$ cat config.mk
export PLATFORM = sky130hd
export DESIGN_NAME = acdr_rx_top
export DESIGN_NICKNAME = d
export VERILOG_FILES = /design/src/acdr_pkg.sv /design/src/acdr_rate_if.sv /design/src/acdr_rate_gen.sv /design/src/acdr_rx_top.sv
export SDC_FILE = /design/constraint.sdc
export NUM_CORES = 1
export LEC_CHECK = 0
export BUFFER_PORTS_ARGS = -buffer_cell sky130_fd_sc_hd__buf_2
export CAP_MARGIN = 20
export CORE_MARGIN = 1
export CORE_UTILIZATION = 46
export CTS_BUF_LIST = sky130_fd_sc_hd__clkbuf_4 sky130_fd_sc_hd__clkbuf_8
export DETAILED_ROUTE_END_ITERATION = 10
export PLACE_DENSITY = 0.68
export SYNTH_ARGS = -nofsm -noshare
export SYNTH_HDL_FRONTEND = slang
export SYNTH_SLANG_ARGS = --single-unit
$ cat constraint.sdc
create_clock -name i_core_clk -period 16.6 [get_ports i_core_clk]
set_input_delay 1.66 -clock i_core_clk [delete_from_list [all_inputs] [get_ports i_core_clk]]
set_output_delay 1.66 -clock i_core_clk [all_outputs]
set_load 0.005 [all_outputs]
$ cat src/acdr_pkg.sv
// Constants, types and register map for the asynchronous receive recovery block
package acdr_pkg;
	// Register byte offsets
	localparam logic [4:0]  OFS_RXDATA   = 5'h00;
	localparam logic [4:0]  OFS_STATUS   = 5'h04;
	localparam logic [4:0]  OFS_CTRL_TWO = 5'h08;
	localparam logic [4:0]  OFS_FORMAT   = 5'h0C;
	localparam logic [4:0]  OFS_BAUD     = 5'h10;
	// Field positions
	localparam int          RXD_FERR_BIT = 14;
	localparam int          RXD_VLD_BIT  = 15;
	localparam int          ST_RXC_BIT   = 0;
	localparam int          ST_FERR_BIT  = 1;
	localparam int          ST_ISF_BIT   = 2;
	localparam int          ST_BRK_BIT   = 3;
	localparam int          CT_EN_BIT    = 0;
	localparam int          CT_MODE_LSB  = 1;
	localparam int          FMT_PAR_BIT  = 3;
	// Reset values
	localparam logic [15:0] BAUD_RESET   = 16'h0800;
	localparam logic [2:0]  CTRL_RESET   = 3'h0;
	localparam logic [3:0]  FMT_RESET    = 4'h3;
	// Receive modes held in ctrl_ff[2:1]
	localparam logic [1:0]  MODE_NORMAL  = 2'h0;
	localparam logic [1:0]  MODE_DOUBLE  = 2'h1;
	localparam logic [1:0]  MODE_GENERIC = 2'h2;
	localparam logic [1:0]  MODE_CONSTR  = 2'h3;
	// Oversampling and voting
	localparam logic [4:0]  SPB_NORMAL   = 5'h10;
	localparam logic [4:0]  SPB_DOUBLE   = 5'h08;
	localparam logic [4:0]  FIRST_VOTE_NORMAL = 5'h08;
	localparam logic [4:0]  FIRST_VOTE_DOUBLE = 5'h04;
	localparam logic [4:0]  VOTE_SPAN    = 5'h02;
	localparam logic [3:0]  MIN_BITS     = 4'h5;
	localparam logic [3:0]  MAX_BITS     = 4'hA;
	// Sample step of the fractional rate generator: divisor counts clocks per eight bits in normal mode, per sixteen in double speed
	localparam logic [7:0]  SAMPLE_STEP  = 8'h80;
	// Automatic baud
	localparam logic [3:0]  BREAK_SAMPLES = 4'hC;
	localparam logic [2:0]  SYNC_FALLS   = 3'h4;
	localparam logic [15:0] DIV_MIN      = 16'h0064;
	localparam logic [16:0] DIV_MAX      = 17'h0FFFF;
	localparam int          SYNC_TOL_SHIFT = 3;
	// AXI responses
	localparam logic [1:0]  RESP_OKAY    = 2'h0;
	localparam logic [1:0]  RESP_SLVERR  = 2'h2;

	typedef enum logic [2:0] {
		ST_IDLE, ST_START, ST_DATA, ST_STOP, ST_SYNC_WAIT, ST_SYNC_MEAS, ST_SETTLE
	} acdr_state_t;
endpackage : acdr_pkg

$ cat src/acdr_rate_if.sv
// Divisor and sample tick shared between the receiver and its rate generator
interface acdr_rate_if;
	logic [15:0] divisor;
	logic        sample_tick;
	modport gen (input divisor, output sample_tick);
	modport use_side (output divisor, input sample_tick);
endinterface : acdr_rate_if

$ cat src/acdr_rate_gen.sv
// Fractional oversample tick generator
module acdr_rate_gen
	import acdr_pkg::*;
(
	input  wire logic  i_core_clk,
	input  wire logic  i_rst_n,
	acdr_rate_if.gen   rate
);
	logic [16:0] acc_ff;
	logic [16:0] sum;
	logic        tick_ff;

	// Same tick rate in both speeds: double speed halves the samples per bit instead
	assign sum = acc_ff + {9'h000, SAMPLE_STEP};
	assign rate.sample_tick = tick_ff;

	// Divisors below one step saturate at one tick per clock
	always_ff @(posedge i_core_clk or negedge i_rst_n)
	begin
		if (!i_rst_n)
		begin
			acc_ff  <= 17'h00000;
			tick_ff <= 1'b0;
		end
		else if (sum >= {1'b0, rate.divisor})
		begin
			acc_ff  <= (sum - {1'b0, rate.divisor} >= {1'b0, rate.divisor}) ? 17'h00000
				: sum - {1'b0, rate.divisor};
			tick_ff <= 1'b1;
		end
		else
		begin
			acc_ff  <= sum;
			tick_ff <= 1'b0;
		end
	end
endmodule : acdr_rate_gen

$ cat src/acdr_rx_top.sv
// Asynchronous receive clock and data recovery with AXI4-Lite registers
module acdr_rx_top
	import acdr_pkg::*;
#(
	parameter int ADDR_W = 8
)(
	input  wire logic                i_core_clk,
	input  wire logic                i_rst_n,
	input  wire logic                i_rxd,
	input  wire logic [ADDR_W-1:0]   i_s_axi_awaddr,
	input  wire logic                i_s_axi_awvalid,
	output logic                     o_s_axi_awready,
	input  wire logic [31:0]         i_s_axi_wdata,
	input  wire logic [3:0]          i_s_axi_wstrb,
	input  wire logic                i_s_axi_wvalid,
	output logic                     o_s_axi_wready,
	output logic [1:0]               o_s_axi_bresp,
	output logic                     o_s_axi_bvalid,
	input  wire logic                i_s_axi_bready,
	input  wire logic [ADDR_W-1:0]   i_s_axi_araddr,
	input  wire logic                i_s_axi_arvalid,
	output logic                     o_s_axi_arready,
	output logic [31:0]              o_s_axi_rdata,
	output logic [1:0]               o_s_axi_rresp,
	output logic                     o_s_axi_rvalid,
	input  wire logic                i_s_axi_rready,
	output logic [9:0]               o_rx_data,
	output logic                     o_rx_valid,
	output logic                     o_frame_err
);
	import acdr_pkg::*;

	// Too narrow an address cannot reach every register
	if (ADDR_W < 5)
	begin : g_addr_w_check
		$error("ADDR_W must cover the register map");
	end

	acdr_rate_if rate ();

	// Pin synchroniser and filtered level
	logic        sync1_ff, sync2_ff, sync3_ff, rx_ff, rx_d_ff, rx_prev_ff;
	// Registers
	logic [2:0]  ctrl_ff;
	logic [3:0]  fmt_ff;
	logic [15:0] baud_ff;
	logic        rxc_ff, ferr_ff, isf_ff, brk_ff;
	logic [9:0]  rxd_ff;
	logic        rxd_ferr_ff;
	// Bus state
	logic        awready_ff, wready_ff, bvalid_ff, arready_ff, rvalid_ff;
	logic        aw_have_ff, w_have_ff;
	logic [4:0]  waddr_ff;
	logic [31:0] wdata_ff;
	logic [3:0]  wstrb_ff;
	logic [1:0]  bresp_ff, rresp_ff;
	logic [31:0] rdata_ff;
	// Frame engine
	acdr_state_t state_ff;
	logic [4:0]  samp_ff;
	logic [1:0]  vote_ff;
	logic [3:0]  bitcnt_ff;
	logic [9:0]  shift_ff;
	logic [3:0]  lowcnt_ff;
	logic [16:0] meas_ff;
	logic [16:0] first_ff;
	logic [2:0]  falls_ff;
	logic [9:0]  out_data_ff;
	logic        out_vld_ff, out_ferr_ff;

	logic [1:0]  mode;
	logic        dbl, autob, tick, fall, maj, do_write, do_read, rx_done, sync_end;
	logic [4:0]  spb, first_idx, cur;
	logic [3:0]  bits_total;
	logic [16:0] total, diff;
	logic        in_range, consistent, upd_baud, brk_hit;
	logic [31:0] wmask;

	acdr_rate_gen u_rate (
		.i_core_clk (i_core_clk),
		.i_rst_n    (i_rst_n),
		.rate       (rate.gen)
	);

	// Mode decode and per-mode sampling geometry
	assign mode       = ctrl_ff[CT_MODE_LSB +: 2];
	assign dbl        = (mode == MODE_DOUBLE);
	assign autob      = (mode == MODE_GENERIC) || (mode == MODE_CONSTR);
	assign spb        = dbl ? SPB_DOUBLE : SPB_NORMAL;
	assign first_idx  = dbl ? FIRST_VOTE_DOUBLE : FIRST_VOTE_NORMAL;
	assign bits_total = MIN_BITS + {1'b0, fmt_ff[2:0]} + {3'h0, fmt_ff[FMT_PAR_BIT]};
	assign tick       = rate.sample_tick;
	assign rate.divisor = baud_ff;
	assign cur        = samp_ff + 5'h01;
	assign fall       = rx_d_ff & ~rx_ff;
	// Majority of the two held votes and the present sample
	assign maj        = (vote_ff[0] & vote_ff[1]) | (rx_ff & (vote_ff[0] | vote_ff[1]));
	assign rx_done    = tick && (state_ff == ST_STOP) && (cur == first_idx + VOTE_SPAN);
	assign sync_end   = (state_ff == ST_SYNC_MEAS) && fall && (falls_ff == SYNC_FALLS - 3'h1);
	// Sync bits at the old rate can span twelve samples, so a break cannot cut a measurement short
	assign brk_hit    = autob && tick && (lowcnt_ff >= BREAK_SAMPLES)
		&& (state_ff != ST_SYNC_MEAS) && (state_ff != ST_SETTLE);

	// Sync-field measurement checks
	assign total      = meas_ff + 17'h00001;
	assign diff       = ({first_ff[14:0], 2'b00} > total) ? {first_ff[14:0], 2'b00} - total
		: total - {first_ff[14:0], 2'b00};
	assign in_range   = (total >= {1'b0, DIV_MIN}) && (total <= DIV_MAX);
	assign consistent = in_range && (diff <= (total >> SYNC_TOL_SHIFT));
	assign upd_baud   = sync_end && ((mode == MODE_GENERIC) ? in_range : consistent);

	assign do_write   = aw_have_ff && w_have_ff && !bvalid_ff;
	assign do_read    = i_s_axi_arvalid && arready_ff;
	assign wmask      = {{8{wstrb_ff[3]}}, {8{wstrb_ff[2]}}, {8{wstrb_ff[1]}}, {8{wstrb_ff[0]}}};

	// Three-stage pin capture; the level moves only when stages two and three agree
	always_ff @(posedge i_core_clk or negedge i_rst_n)
	begin
		if (!i_rst_n)
		begin
			sync1_ff <= 1'b1;
			sync2_ff <= 1'b1;
			sync3_ff <= 1'b1;
			rx_ff    <= 1'b1;
			rx_d_ff  <= 1'b1;
		end
		else
		begin
			sync1_ff <= i_rxd;
			sync2_ff <= sync1_ff;
			sync3_ff <= sync2_ff;
			rx_ff    <= (sync2_ff == sync3_ff) ? sync3_ff : rx_ff;
			rx_d_ff  <= rx_ff;
		end
	end

	// Consecutive low samples for break detection, saturating
	always_ff @(posedge i_core_clk or negedge i_rst_n)
	begin
		if (!i_rst_n)
		begin
			lowcnt_ff  <= 4'h0;
			rx_prev_ff <= 1'b1;
		end
		else if (tick)
		begin
			rx_prev_ff <= rx_ff;
			if (rx_ff)
				lowcnt_ff <= 4'h0;
			else if (lowcnt_ff != 4'hF)
				lowcnt_ff <= lowcnt_ff + 4'h1;
		end
	end

	// Frame engine: start qualification, bit voting, stop check and sync measurement
	always_ff @(posedge i_core_clk or negedge i_rst_n)
	begin
		if (!i_rst_n)
		begin
			state_ff  <= ST_IDLE;
			samp_ff   <= 5'h00;
			vote_ff   <= 2'b11;
			bitcnt_ff <= 4'h0;
			shift_ff  <= 10'h000;
			meas_ff   <= 17'h00000;
			first_ff  <= 17'h00000;
			falls_ff  <= 3'h0;
		end
		else if (!ctrl_ff[CT_EN_BIT])
			state_ff <= ST_IDLE;
		else if (brk_hit && (state_ff != ST_SYNC_WAIT))
			state_ff <= ST_SYNC_WAIT; // abandon any frame; a sync character follows
		else
		begin
			case (state_ff)
				ST_IDLE:
					if (tick && rx_prev_ff && !rx_ff)
					begin
						state_ff <= ST_START;
						samp_ff  <= 5'h01;
					end
				ST_START, ST_DATA, ST_STOP:
					if (tick)
					begin
						samp_ff <= (cur == spb) ? 5'h00 : cur;
						if ((cur >= first_idx) && (cur < first_idx + VOTE_SPAN))
							vote_ff <= {vote_ff[0], rx_ff};
						if (cur == first_idx + VOTE_SPAN)
						begin
							if (state_ff == ST_START && maj)
								state_ff <= ST_IDLE;
							else if (state_ff == ST_DATA)
							begin
								shift_ff  <= {maj, shift_ff[9:1]};
								bitcnt_ff <= bitcnt_ff + 4'h1;
							end
							else if (state_ff == ST_STOP)
								state_ff <= ST_IDLE;
						end
						if (cur == spb)
						begin
							if (state_ff == ST_START)
							begin
								state_ff  <= ST_DATA;
								bitcnt_ff <= 4'h0;
							end
							else if (state_ff == ST_DATA && bitcnt_ff == bits_total)
								state_ff <= ST_STOP;
						end
					end
				ST_SYNC_WAIT:
					if (fall)
					begin
						state_ff <= ST_SYNC_MEAS;
						meas_ff  <= 17'h00000;
						falls_ff <= 3'h0;
					end
				ST_SYNC_MEAS:
				begin
					meas_ff <= meas_ff + 17'h00001;
					if (fall)
					begin
						falls_ff <= falls_ff + 3'h1;
						if (falls_ff == 3'h0)
							first_ff <= meas_ff;
					end
					if (sync_end || meas_ff > DIV_MAX)
						state_ff <= ST_SETTLE;
				end
				// Leave on a high sample so the low run count is cleared before idle looks again
				ST_SETTLE:
					if (tick && rx_ff)
						state_ff <= ST_IDLE;
				default:
					state_ff <= ST_IDLE;
			endcase
		end
	end

	// Delivered word, right aligned to the configured frame size
	always_ff @(posedge i_core_clk or negedge i_rst_n)
	begin
		if (!i_rst_n)
		begin
			out_data_ff <= 10'h000;
			out_vld_ff  <= 1'b0;
			out_ferr_ff <= 1'b0;
		end
		else
		begin
			out_vld_ff <= rx_done;
			if (rx_done)
			begin
				out_data_ff <= shift_ff >> (MAX_BITS - bits_total);
				out_ferr_ff <= ~maj;
			end
		end
	end

	// Software-written control, format and divisor; sync measurement overrides the divisor
	always_ff @(posedge i_core_clk or negedge i_rst_n)
	begin
		if (!i_rst_n)
		begin
			ctrl_ff <= CTRL_RESET;
			fmt_ff  <= FMT_RESET;
			baud_ff <= BAUD_RESET;
		end
		else
		begin
			if (do_write && waddr_ff == OFS_CTRL_TWO && wstrb_ff[0])
				ctrl_ff <= wdata_ff[2:0];
			if (do_write && waddr_ff == OFS_FORMAT && wstrb_ff[0])
				fmt_ff <= (wdata_ff[2:0] > 3'h4) ? {wdata_ff[FMT_PAR_BIT], 3'h4} : wdata_ff[3:0];
			if (upd_baud)
				baud_ff <= total[15:0];
			else if (do_write && waddr_ff == OFS_BAUD)
				baud_ff <= (baud_ff & ~wmask[15:0]) | (wdata_ff[15:0] & wmask[15:0]);
		end
	end

	// Receive holding word and status flags; a setting event beats a clear in the same cycle
	always_ff @(posedge i_core_clk or negedge i_rst_n)
	begin
		if (!i_rst_n)
		begin
			rxd_ff      <= 10'h000;
			rxd_ferr_ff <= 1'b0;
			rxc_ff      <= 1'b0;
			ferr_ff     <= 1'b0;
			isf_ff      <= 1'b0;
			brk_ff      <= 1'b0;
		end
		else
		begin
			if (out_vld_ff)
			begin
				rxd_ff      <= out_data_ff;
				rxd_ferr_ff <= out_ferr_ff;
			end
			rxc_ff  <= out_vld_ff | (rxc_ff & ~(do_read && i_s_axi_araddr[4:0] == OFS_RXDATA));
			ferr_ff <= (out_vld_ff & out_ferr_ff)
				| (ferr_ff & ~(do_write && waddr_ff == OFS_STATUS && wdata_ff[ST_FERR_BIT]));
			isf_ff  <= (sync_end && mode == MODE_CONSTR && !consistent)
				| (isf_ff & ~(do_write && waddr_ff == OFS_STATUS && wdata_ff[ST_ISF_BIT]));
			brk_ff  <= brk_hit
				| (brk_ff & ~(do_write && waddr_ff == OFS_STATUS && wdata_ff[ST_BRK_BIT]));
		end
	end

	// Write channel: address and data are taken in either order, response follows both
	always_ff @(posedge i_core_clk or negedge i_rst_n)
	begin
		if (!i_rst_n)
		begin
			awready_ff <= 1'b1;
			wready_ff  <= 1'b1;
			aw_have_ff <= 1'b0;
			w_have_ff  <= 1'b0;
			bvalid_ff  <= 1'b0;
			bresp_ff   <= RESP_OKAY;
			waddr_ff   <= 5'h00;
			wdata_ff   <= 32'h00000000;
			wstrb_ff   <= 4'h0;
		end
		else
		begin
			if (i_s_axi_awvalid && awready_ff)
			begin
				waddr_ff   <= i_s_axi_awaddr[4:0];
				aw_have_ff <= 1'b1;
				awready_ff <= 1'b0;
			end
			if (i_s_axi_wvalid && wready_ff)
			begin
				wdata_ff  <= i_s_axi_wdata;
				wstrb_ff  <= i_s_axi_wstrb;
				w_have_ff <= 1'b1;
				wready_ff <= 1'b0;
			end
			if (do_write)
			begin
				bvalid_ff  <= 1'b1;
				aw_have_ff <= 1'b0;
				w_have_ff  <= 1'b0;
				bresp_ff   <= (waddr_ff == OFS_STATUS || waddr_ff == OFS_CTRL_TWO || waddr_ff == OFS_FORMAT
					|| waddr_ff == OFS_BAUD || waddr_ff == OFS_RXDATA) ? RESP_OKAY : RESP_SLVERR;
			end
			if (bvalid_ff && i_s_axi_bready)
			begin
				bvalid_ff  <= 1'b0;
				awready_ff <= 1'b1;
				wready_ff  <= 1'b1;
			end
		end
	end

	// Read channel: one read in flight; reading the receive word pops it
	always_ff @(posedge i_core_clk or negedge i_rst_n)
	begin
		if (!i_rst_n)
		begin
			arready_ff <= 1'b1;
			rvalid_ff  <= 1'b0;
			rdata_ff   <= 32'h00000000;
			rresp_ff   <= RESP_OKAY;
		end
		else if (do_read)
		begin
			arready_ff <= 1'b0;
			rvalid_ff  <= 1'b1;
			rresp_ff   <= RESP_OKAY;
			case (i_s_axi_araddr[4:0])
				OFS_RXDATA:   rdata_ff <= {16'h0000, rxc_ff, rxd_ferr_ff, 4'h0, rxd_ff};
				OFS_STATUS:   rdata_ff <= {28'h0000000, brk_ff, isf_ff, ferr_ff, rxc_ff};
				OFS_CTRL_TWO: rdata_ff <= {29'h00000000, ctrl_ff};
				OFS_FORMAT:   rdata_ff <= {28'h0000000, fmt_ff};
				OFS_BAUD:     rdata_ff <= {16'h0000, baud_ff};
				default:
				begin
					rdata_ff <= 32'h00000000;
					rresp_ff <= RESP_SLVERR;
				end
			endcase
		end
		else if (rvalid_ff && i_s_axi_rready)
		begin
			rvalid_ff  <= 1'b0;
			arready_ff <= 1'b1;
		end
	end

	assign o_s_axi_awready = awready_ff;
	assign o_s_axi_wready  = wready_ff;
	assign o_s_axi_bvalid  = bvalid_ff;
	assign o_s_axi_bresp   = bresp_ff;
	assign o_s_axi_arready = arready_ff;
	assign o_s_axi_rvalid  = rvalid_ff;
	assign o_s_axi_rdata   = rdata_ff;
	assign o_s_axi_rresp   = rresp_ff;
	assign o_rx_data       = out_data_ff;
	assign o_rx_valid      = out_vld_ff;
	assign o_frame_err     = out_ferr_ff;
endmodule : acdr_rx_top

# Yosys cells after proc, flatten, opt, wreduce, memory -nomap -nowiden
# Cells that the tools add are included.
dict set report totals {
  register_bits 203
  output_inout_bits 53
  wordCells 257
}
dict set report classes {
  shift 1
  n_eq_ne 35
  n_bitwise 26
  add_sub_neg 13
  n_lt_le_gt_ge 11
  muxes 58
  reduce_logical 71
}
# op count
set ops {}
lappend ops {{case mux 16 bit (5 select lines)} 1}
lappend ops {{two-way mux 17 bit} 4}
lappend ops {{two-way mux 3 bit} 17}
lappend ops {{logical AND 1 bit} 37}
lappend ops {{>= comparator 17 x 16 -> 1 bit} 2}
lappend ops {{case mux 17 bit (2 select lines)} 1}
lappend ops {{subtractor 17 bit} 2}
lappend ops {{AND 16 bit} 2}
lappend ops {{two-way mux 16 bit} 2}
lappend ops {{two-way mux 4 bit} 8}
lappend ops {{AND reduction 5 bit} 5}
lappend ops {{== test 5 x 4 -> 1 bit (second input constant)} 4}
lappend ops {{two-way mux 5 bit} 4}
lappend ops {{nonzero test 2 bit} 10}
lappend ops {{adder 17 x 1 -> 17 bit (second input constant)} 1}
lappend ops {{adder 17 x 8 -> 17 bit (second input constant)} 1}
lappend ops {{>= comparator 17 x 7 -> 1 bit (second input constant)} 1}
lappend ops {{> comparator 17 x 16 -> 1 bit (second input constant)} 1}
lappend ops {{> comparator 17 bit} 1}
lappend ops {{less-or-equal comparator 17 x 14 -> 1 bit} 1}
lappend ops {{less-or-equal comparator 17 x 16 -> 1 bit (second input constant)} 1}
lappend ops {{subtractor 17 x 16 -> 17 bit} 1}
lappend ops {{two-way mux 1 bit} 16}
lappend ops {{!= test 4 bit (second input constant)} 4}
lappend ops {{45 further kinds} 88}

# Depth between registers and ports, before layout
# Gate-level depths: netlist of run 1.
dict set report logic_depth {
  word_depth 13
  ltp_mapped 32
  ltp_nobuf 27
}

# By module
# From an unflattened synthesis of run 1, not the netlist that was laid out.
dict set report hier_totals {
  cells_unflattened 1331
  hier_area_um2 12558.3
}
# module seq_area_each_um2 cells_per_inst n_inst area_each_um2
set by_module_without_submodules {}
lappend by_module_without_submodules {acdr_rx_top 4196.5 1056 1 10231.1}
lappend by_module_without_submodules {acdr_rate_gen 450.4 275 1 2327.2}

# Least setup slack after synthesis of run 1
# OpenSTA, ideal clock, no wires.
dict set report synth_path {
  path_kind {reg2reg}
  from {reg meas_ff[0]}
  to {reg (tool-made name)}
  arrival_time_ps 6292
  path_buffers 6
  path_stages_with_launch 33
  path_slack_ps 10164
  t_required_ps 16455
  setup_ps 145
  synth_period_minus_slack_ps 6436
  path_cell_list {dfrtp_1 buf_2 nand3_2 or2_1 clkbuf_1 nor3_1 and3_1 xnor2_1 inv_1 ha_1 buf_2 and4_1 and3_1 a41o_1 nor4_4 or2_1 buf_4 clkbuf_1 nor2_1 xnor2_1 ha_1 nor2b_1 o21ai_0 a21oi_1 o41ai_1 nand2_1 o211ai_1 nand3_1 o311a_1 nor4_4 a31oi_4 buf_6 mux2i_1}
}
# element line_no
set synth_rtl {}
lappend synth_rtl {{from (decl)} acdr_rx_top.sv:65} ;# logic [16:0] meas_ff;
lappend synth_rtl {{from (signal assigned)} acdr_rx_top.sv:220} ;# meas_ff <= meas_ff + 17'h00001;

==> results.md, run 1 <==
* Initial antenna violation count at 0
* Fin crit share at about 45%
* Via density at approximately 5.7
* Synth Register Bits at 185
* Worst Path Class, Setup: reg -> reg
* Nets at approximately 1500
* Hold depth at 0
* GRT overflow at 0
* Die Wd at 164 um
* Final core utilization at about half
* Gate Count Post-Synth at 1289
* Placement Setup Slack at ~9 ns
* Yosys warning count at 0
* Global-route wire length before repair at around 47000 um
* Cells taking the most area after synthesis: dfrtp_1, ha_1, mux2_2
* Vias in the first global route at slightly above 9000
* Status: finished, final reports clean
* CTS Buf Count at 17
* DRC viols at 0
* Clock Tree Root: clkbuf_8
* Setup bufs post-CTS at 0
* Endpoints failing hold at 0
* Initial DRT Pass Iterations at 7
* Initial core utilization at between 40% and 50%
* Routed WL per cell at 17.2 um
* Register-to-Register Path Depth at 25
* Initial DRC Count at approximately 700
* Mapped cell area at 12100 um2
* Slew @ Worst Pin at ~1.1 ns
* Max Cap Viol at 0
* Highest metal used: met4
* Met2 WL at approximately 14000 um
* Placed instance area at about 13000 um2
* F_max at approximately 0.13 GHz
* Final WL at 28900 um
* Fin area at between 10000 and 15000 um2
* Post-synthesis average cell area at around 9.4 um2
* Slew Viols, Final at 0
* Fraction of layout cells with a size suffix above 1 at around 16%
* Worst min path class: reg -> reg
* Commonest cells in the netlist: dfrtp_1, nand2_1, o21ai_0, ha_1, inv_1
* DRT met1 WL at between 10000 and 15000 um
* Htree depth at 4
* DR vias at about 9600
* Leak pwr at between 6 and 7 nW
* Die Area at 27100 um2
* Worst setup EP type: register
* Dominant synthesized flop cell: dfrtp_1
* Critical Path RT at roughly 17 ns
* Cts hold-fix bufs at 0
* Clock sinks at approximately 190
* Worst rel slew slack at between 20% and 30%
* Antenna cells at 0
* Peak supply drop at around 120 uV
* Die Height at between 150 and 200 um
* RSZ-0062 raised after global routing: false
* CTS resizes at 0
* Worst Setup Start Kind: register
* CP max FO at 20
* Final ANT Viol Nets at 0
* Max clock buf depth at 2
* Clock Skew at between 0.015 and 0.02 ns
* Fillcell total at about 2400
* CTS clock-pin slew for the worst setup and hold paths at ~0.11 ns
* Gpl congestion at approximately 0.95
* Cell variety after synth at 75
* HPWL after DPL at between 20000 and 25000 um
* Most frequent cell after synthesis: dfrtp_1
* Final setup margin at roughly 9.1 ns
* Setup_tns at 0 ns
* Fin crit period at roughly 7.5 ns
* Area Growth Syn to Fin at 8.28%
* Area leader, netlist: dfrtp_1
* # setup viols final at 0
* Synth top area share at 35.2%
* CTS tree: yes
* Rows at slightly below 60
* Worst skew pair latency at just under 0.5 ns
* EDFF count, synth at 0
* Port Buffer Count at 70
* CORE AREA at about 26000 um2
* Power per cell area at 147 nW/um2
* IO Count at about 110
* Data arrival, critical path at 7.88 ns
* Async SR Flop Fraction at 100%
* Seq/Total Area, Yosys at a little under two fifths
* Metal3 WL at 1250 um
* All-Layer GR Usage at 22.2%
* Pin count of the biggest net entering global routing at about 120
## metal layers
metal / vias up / GRT usage (%)
met5: - / 0
met4: 0 / 6.55
met3: 32 / 3.57
met2: 246 / 35.9
met1: 4697 / 30.6
li1: 4658 / -
## layout by cell type, fill, tap and decap left out, types with 11 or more instances in the layout
| master | Yosys | final |
|---|---|---|
| nand3_1 | 34 | 34 |
| nor2_1 | 67 | 67 |
| nand4_1 | 16 | 16 |
| o31ai_1 | 13 | 13 |
| clkbuf_8 | 0 | 18 |
| xnor2_1 | 35 | 35 |
| buf_2 | 10 | 69 |
| mux2i_1 | 51 | 51 |
| and3_1 | 17 | 17 |
| o21ai_0 | 93 | 93 |
| ha_1 | 87 | 87 |
| nand2_1 | 132 | 132 |
| mux2_2 | 75 | 75 |
| a21o_1 | 13 | 13 |
| xor2_1 | 27 | 27 |
| a21oi_1 | 70 | 70 |
| dfrtp_1 | 171 | 171 |
| dfstp_2 | 14 | 14 |
| a211oi_1 | 13 | 13 |
| o21a_1 | 11 | 11 |
| inv_1 | 84 | 84 |
| nor2b_1 | 16 | 16 |
| conb_1 | 1 | 19 |
| nor3_1 | 22 | 21 |
## sequential cells by signal, indices dropped and copies added (netlist names), 2 cells and up, named ones only
signal / cells
ctrl_ff: 3
first_ff: 15
wdata_ff: 16
shift_ff: 10
u_rate.acc_ff: 17
state_ff: 3
samp_ff: 5
falls_ff: 3
rxd_ff: 10
lowcnt_ff: 4
o_s_axi_rdata: 16
wstrb_ff: 2
vote_ff: 2
bitcnt_ff: 4
waddr_ff: 5
fmt_ff: 4
o_rx_data: 10
meas_ff: 17
## cells by family (layout without fill, tap and decap cells)
logic type               count (synthesis)  count (layout)  synth area share [%]
AO/OA/AOI/OAI                          303             303                  15.9
XOR/XNOR                                63              63                  4.66
adder cells (fa/ha/maj)                 91              91                  9.46
buffers and inverters                  155             195                  5.54
flip-flops                             185             185                  38.3
multiplexers                           126             126                  11.2
other                                    1              19                0.0309
AND/OR/NAND/NOR                        365             365                  15.0
## path summary, 6_finish.rpt
check | startpoint | end | slack [ns]
worst max-delay path | meas_ff[0]$_DFFE_PN0P_ | register | 9.05
worst min-delay path | sync1_ff$_DFF_PN1_ | sync2_ff$_DFF_PN1_ | 0.36
worst max register to register | meas_ff[0]$_DFFE_PN0P_ | register | 9.05
worst min register to register | sync1_ff$_DFF_PN1_ | sync2_ff$_DFF_PN1_ | 0.36
max in group asynchronous | i_rst_n | u_rate.acc_ff[2]$_DFFE_PN0N_ | 13.85
min in group asynchronous | i_rst_n | u_rate.acc_ff[12]$_DFF_PN0_ | 1.30
## power by group
part,total (mW),internal [mW],switching (mW)
combinational,0.981,0.434,0.546
sequential,0.631,0.538,0.0934
clock,0.323,0.121,0.202
total,1.94,1.09,0.842
## through the flow
stage	total power [mW]	hold slack, ns	instances
after detailed placement	1.61	0.347	1650
after global placement	1.58	0.346	1650
after floorplan	1.37	0.345	1307
final	1.94	0.364	1682
after global routing	2.10	0.371	1682
after CTS	1.94	0.364	1682
## area by class of cell
| type | count | area, um2 | share of cell area [%] |
|---|---|---|---|
| repair buffers | 79 | 427 | 3.24 |
| clock inverters | 15 | 211 | 1.61 |
| multi-input cells | 967 | 6900 | 52.4 |
| clock buffers | 17 | 234 | 1.78 |
| well taps | 335 | 419 | 3.19 |
| flip-flops and latches | 185 | 4650 | 35.3 |
| inverters | 84 | 315 | 2.40 |
## worst max-delay path, cell delays in order (launching register included)
cell      delay (ns)
dfrtp_1         0.61
ha_1            0.41
nand2_1         0.23
nor2_1          0.17
nand2_1         0.10
xor2_1          0.44
inv_1           0.13
ha_1            0.57
nand4_1         0.25
or4_1           0.62
mux2i_1         0.42
or2_1           0.69
nor2_1          0.12
xnor2_1         0.17
ha_1            0.29
nor2b_1         0.13
o21ai_0         0.13
a21oi_1         0.09
o41ai_1         0.36
nand2_1         0.13
o211ai_1        0.10
nand3_1         0.10
o311a_1         0.17
nor4_4          0.40
a31oi_4         0.35
mux2i_1         0.22
Note: power is estimated with default switching activity, not from simulation.
==> run 2, diff against run 1 <==
--- a/config.mk
+++ b/config.mk
@@ -11,7 +11,7 @@
 export CORE_UTILIZATION = 46
 export CTS_BUF_LIST = sky130_fd_sc_hd__clkbuf_4 sky130_fd_sc_hd__clkbuf_8
 export DETAILED_ROUTE_END_ITERATION = 10
-export PLACE_DENSITY = 0.68
+export PLACE_DENSITY = 0.71
 export SYNTH_ARGS = -nofsm -noshare
 export SYNTH_HDL_FRONTEND = slang
 export SYNTH_SLANG_ARGS = --single-unit
==> constraint.sdc (replaced) <==
create_clock -name i_core_clk -period 6.5 [get_ports i_core_clk]
set_input_delay 0.65 -clock i_core_clk [delete_from_list [all_inputs] [get_ports i_core_clk]]
set_output_delay 0.65 -clock i_core_clk [all_outputs]
set_load 0.005 [all_outputs]
==> results.md, run 2 (synthesized netlist as in run 1, its figures left out) <==
* Register-to-Register Path Depth at 27 (+8.0%)
* Initial antenna violation count at 0 (unchanged)
* Peak supply drop at 320 uV (+160%)
* Vias in the first global route at 9253 (+1.6%)
* Setup_tns at 0 ns (unchanged)
* Hold slack at 0.233 ns (-0.131 ns)
* R2R setup slack at 0.40 ns (-8.65 ns)
* Leak pwr at 6.49 nW (+2.8%)
* CTS clock-pin slew for the worst setup and hold paths at 0.10 ns (about the same)
* Worst setup EP type: register
* Placement Setup Slack at 0.263 ns (-8.85 ns)
* Final WL at 29500 um (+2.1%)
* Fin crit period at 6.10 ns (-1.45 ns)
* Endpoints failing hold at 0 (unchanged)
* Placed instance area at 13000 um2 (+2.6%)
* Worst Path Class, Setup: reg -> reg
* Final setup margin at 0.397 ns (-8.65 ns)
* Overall Power at 4.95 mW (+160%)
* Max Cap Viol at 0 (unchanged)
* Global-route wire length before repair at 47600 um (+0.91%)
* CORE AREA at 26000 um2 (unchanged)
* Most frequent cells in the layout: dfrtp_1, nand2_1, o21ai_0
* Reg-to-Reg Start: meas_ff[8]$_DFFE_PN0P_
* Die Area at 27100 um2 (unchanged)
* HPWL after DPL at 22800 um (+3.9%)
* Slew Viols, Final at 0 (unchanged)
* Data arrival, critical path at 6.44 ns (-1.44 ns)
* CTS Buf Count at 17 (unchanged)
* CP max-delay cell: dfrtp_1
* Via density at 5.70 (-0.51%)
* Worst min path class: in -> async
* IO Count at 113 (unchanged)
* Initial DRC Count at 819 (+17%)
* # setup viols final at 0 (unchanged)
* Initial core utilization at 46.7% (unchanged)
* Clock Skew at 0.0178 ns (-0.00128 ns)
* Rows at 59 (unchanged)
* Cts hold-fix bufs at 0 (unchanged)
* Nets at 1524 (+2.8%)
* CP max FO at 16 (-20%)
* Gpl congestion at 0.966 (+2.0%)
* CTS tree: yes
* Fraction of layout cells with a size suffix above 1 at 18.8% (+2.8 points)
* CP top delay family: simple AND/OR/NAND/NOR gates
* Commonest non-fill, non-tap cell in the layout: dfrtp_1
* GRT overflow at 0 (unchanged)
* Critical Path RT at 6.83 ns (-10.11 ns)
* Die Height at 164 um (unchanged)
* Status: finished, final reports clean
* Fin crit share at 93.9% (+48 points)
* Initial DRT Pass Iterations at 5 (-2)
* Setup bufs post-CTS at 0 (unchanged)
* DR vias at 9817 (+1.9%)
* DRC viols at 0 (unchanged)
* Pin count of the biggest net entering global routing at 118 (-0.84%)
* RSZ-0062 raised after global routing: false
* Die Wd at 164 um (unchanged)
* Clock sinks at 185 (unchanged)
* Final ANT Viol Nets at 0 (unchanged)
* Worst Setup Start Kind: register
* F_max at 0.164 GHz (+24%)
* Fin area at 13400 um2 (+2.3%)
* Power per cell area at 368 nW/um2 (+150%)
* Worst skew pair latency at 0.49 ns (about the same)
* Routed WL per cell at 17.1 um (-0.36%)
* Clock Tree Root: clkbuf_8
* Max clock buf depth at 2 (unchanged)
* Area Growth Syn to Fin at 10.8%
* Top flop regs: meas_ff: 17 flops, u_rate.acc_ff: 17 flops
* Worst Path Buf+Inv at 3 (+2)
* Antenna cells at 0 (unchanged)
* Worst rel slew slack at 27.8% (-1.7 points)
* Port Buffer Count at 70 (unchanged)
* All-Layer GR Usage at 22.3% (+0.11 points)
* Slew @ Worst Pin at 1.08 ns (+0.0259 ns)
* Worst stage delay on the critical path at 0.52 ns (-0.17 ns)
* Htree depth at 4 (unchanged)
## run 2: cell count changes in the layout (fill, tap and decap cells not counted), moves of 2 or more
| cell | before | now |
|---|---|---|
| clkinv_8 | 7 | 4 |
| inv_12 | 3 | 1 |
| buf_4 | 9 | 49 |
| clkinv_4 | 1 | 3 |
## run 2: what timing repair did
action,4_1_cts,5_1_grt
endpoints found under the hold margin,0,0
setup endpoints to repair,0,17
resized for setup,0,3
## run 2: worst max path at each step
stage,slack (ns),to,depth (start not counted),from
finish,0.40,register,27,meas_ff[8]$_DFFE_PN0P_
global placement,0.33,register,28,meas_ff[5]$_DFFE_PN0P_
detailed placement,0.26,register,28,meas_ff[5]$_DFFE_PN0P_
global route,0.09,register,29,meas_ff[6]$_DFFE_PN0P_
CTS,0.23,register,28,meas_ff[5]$_DFFE_PN0P_
floorplan,0.06,register,32,meas_ff[0]$_DFFE_PN0P_
## run 2: area by class of cell
type / count / area, um2
repair buffers: 120 / 747
well taps: 335 / 419
flip-flops and latches: 185 / 4650
clock inverters: 15 / 175
multi-input cells: 967 / 6910
fillers: 2383 / 12500
clock buffers: 17 / 234
inverters: 84 / 315
## run 2: stage by stage
step / utilization, % / std cells
final: 51.8 / 1723
after global routing: 51.8 / 1723
after CTS: 51.7 / 1723
after detailed placement: 50.1 / 1691
after global placement: 50.1 / 1690
after floorplan: - / 1307
## run 2: metal layers
metal  track usage, %  part of all wire, %  wire length [um]
met1             30.7                   47             13800
met2             36.8                   47             13900
met3             3.01                  4.3              1270
met4             6.21                  1.8               531
met5                0                    0                 0
## run 2: report_power, final
part           switching [mW]  internal (mW)
clock network           0.496          0.295
registers               0.240           1.37
logic                    1.43           1.11
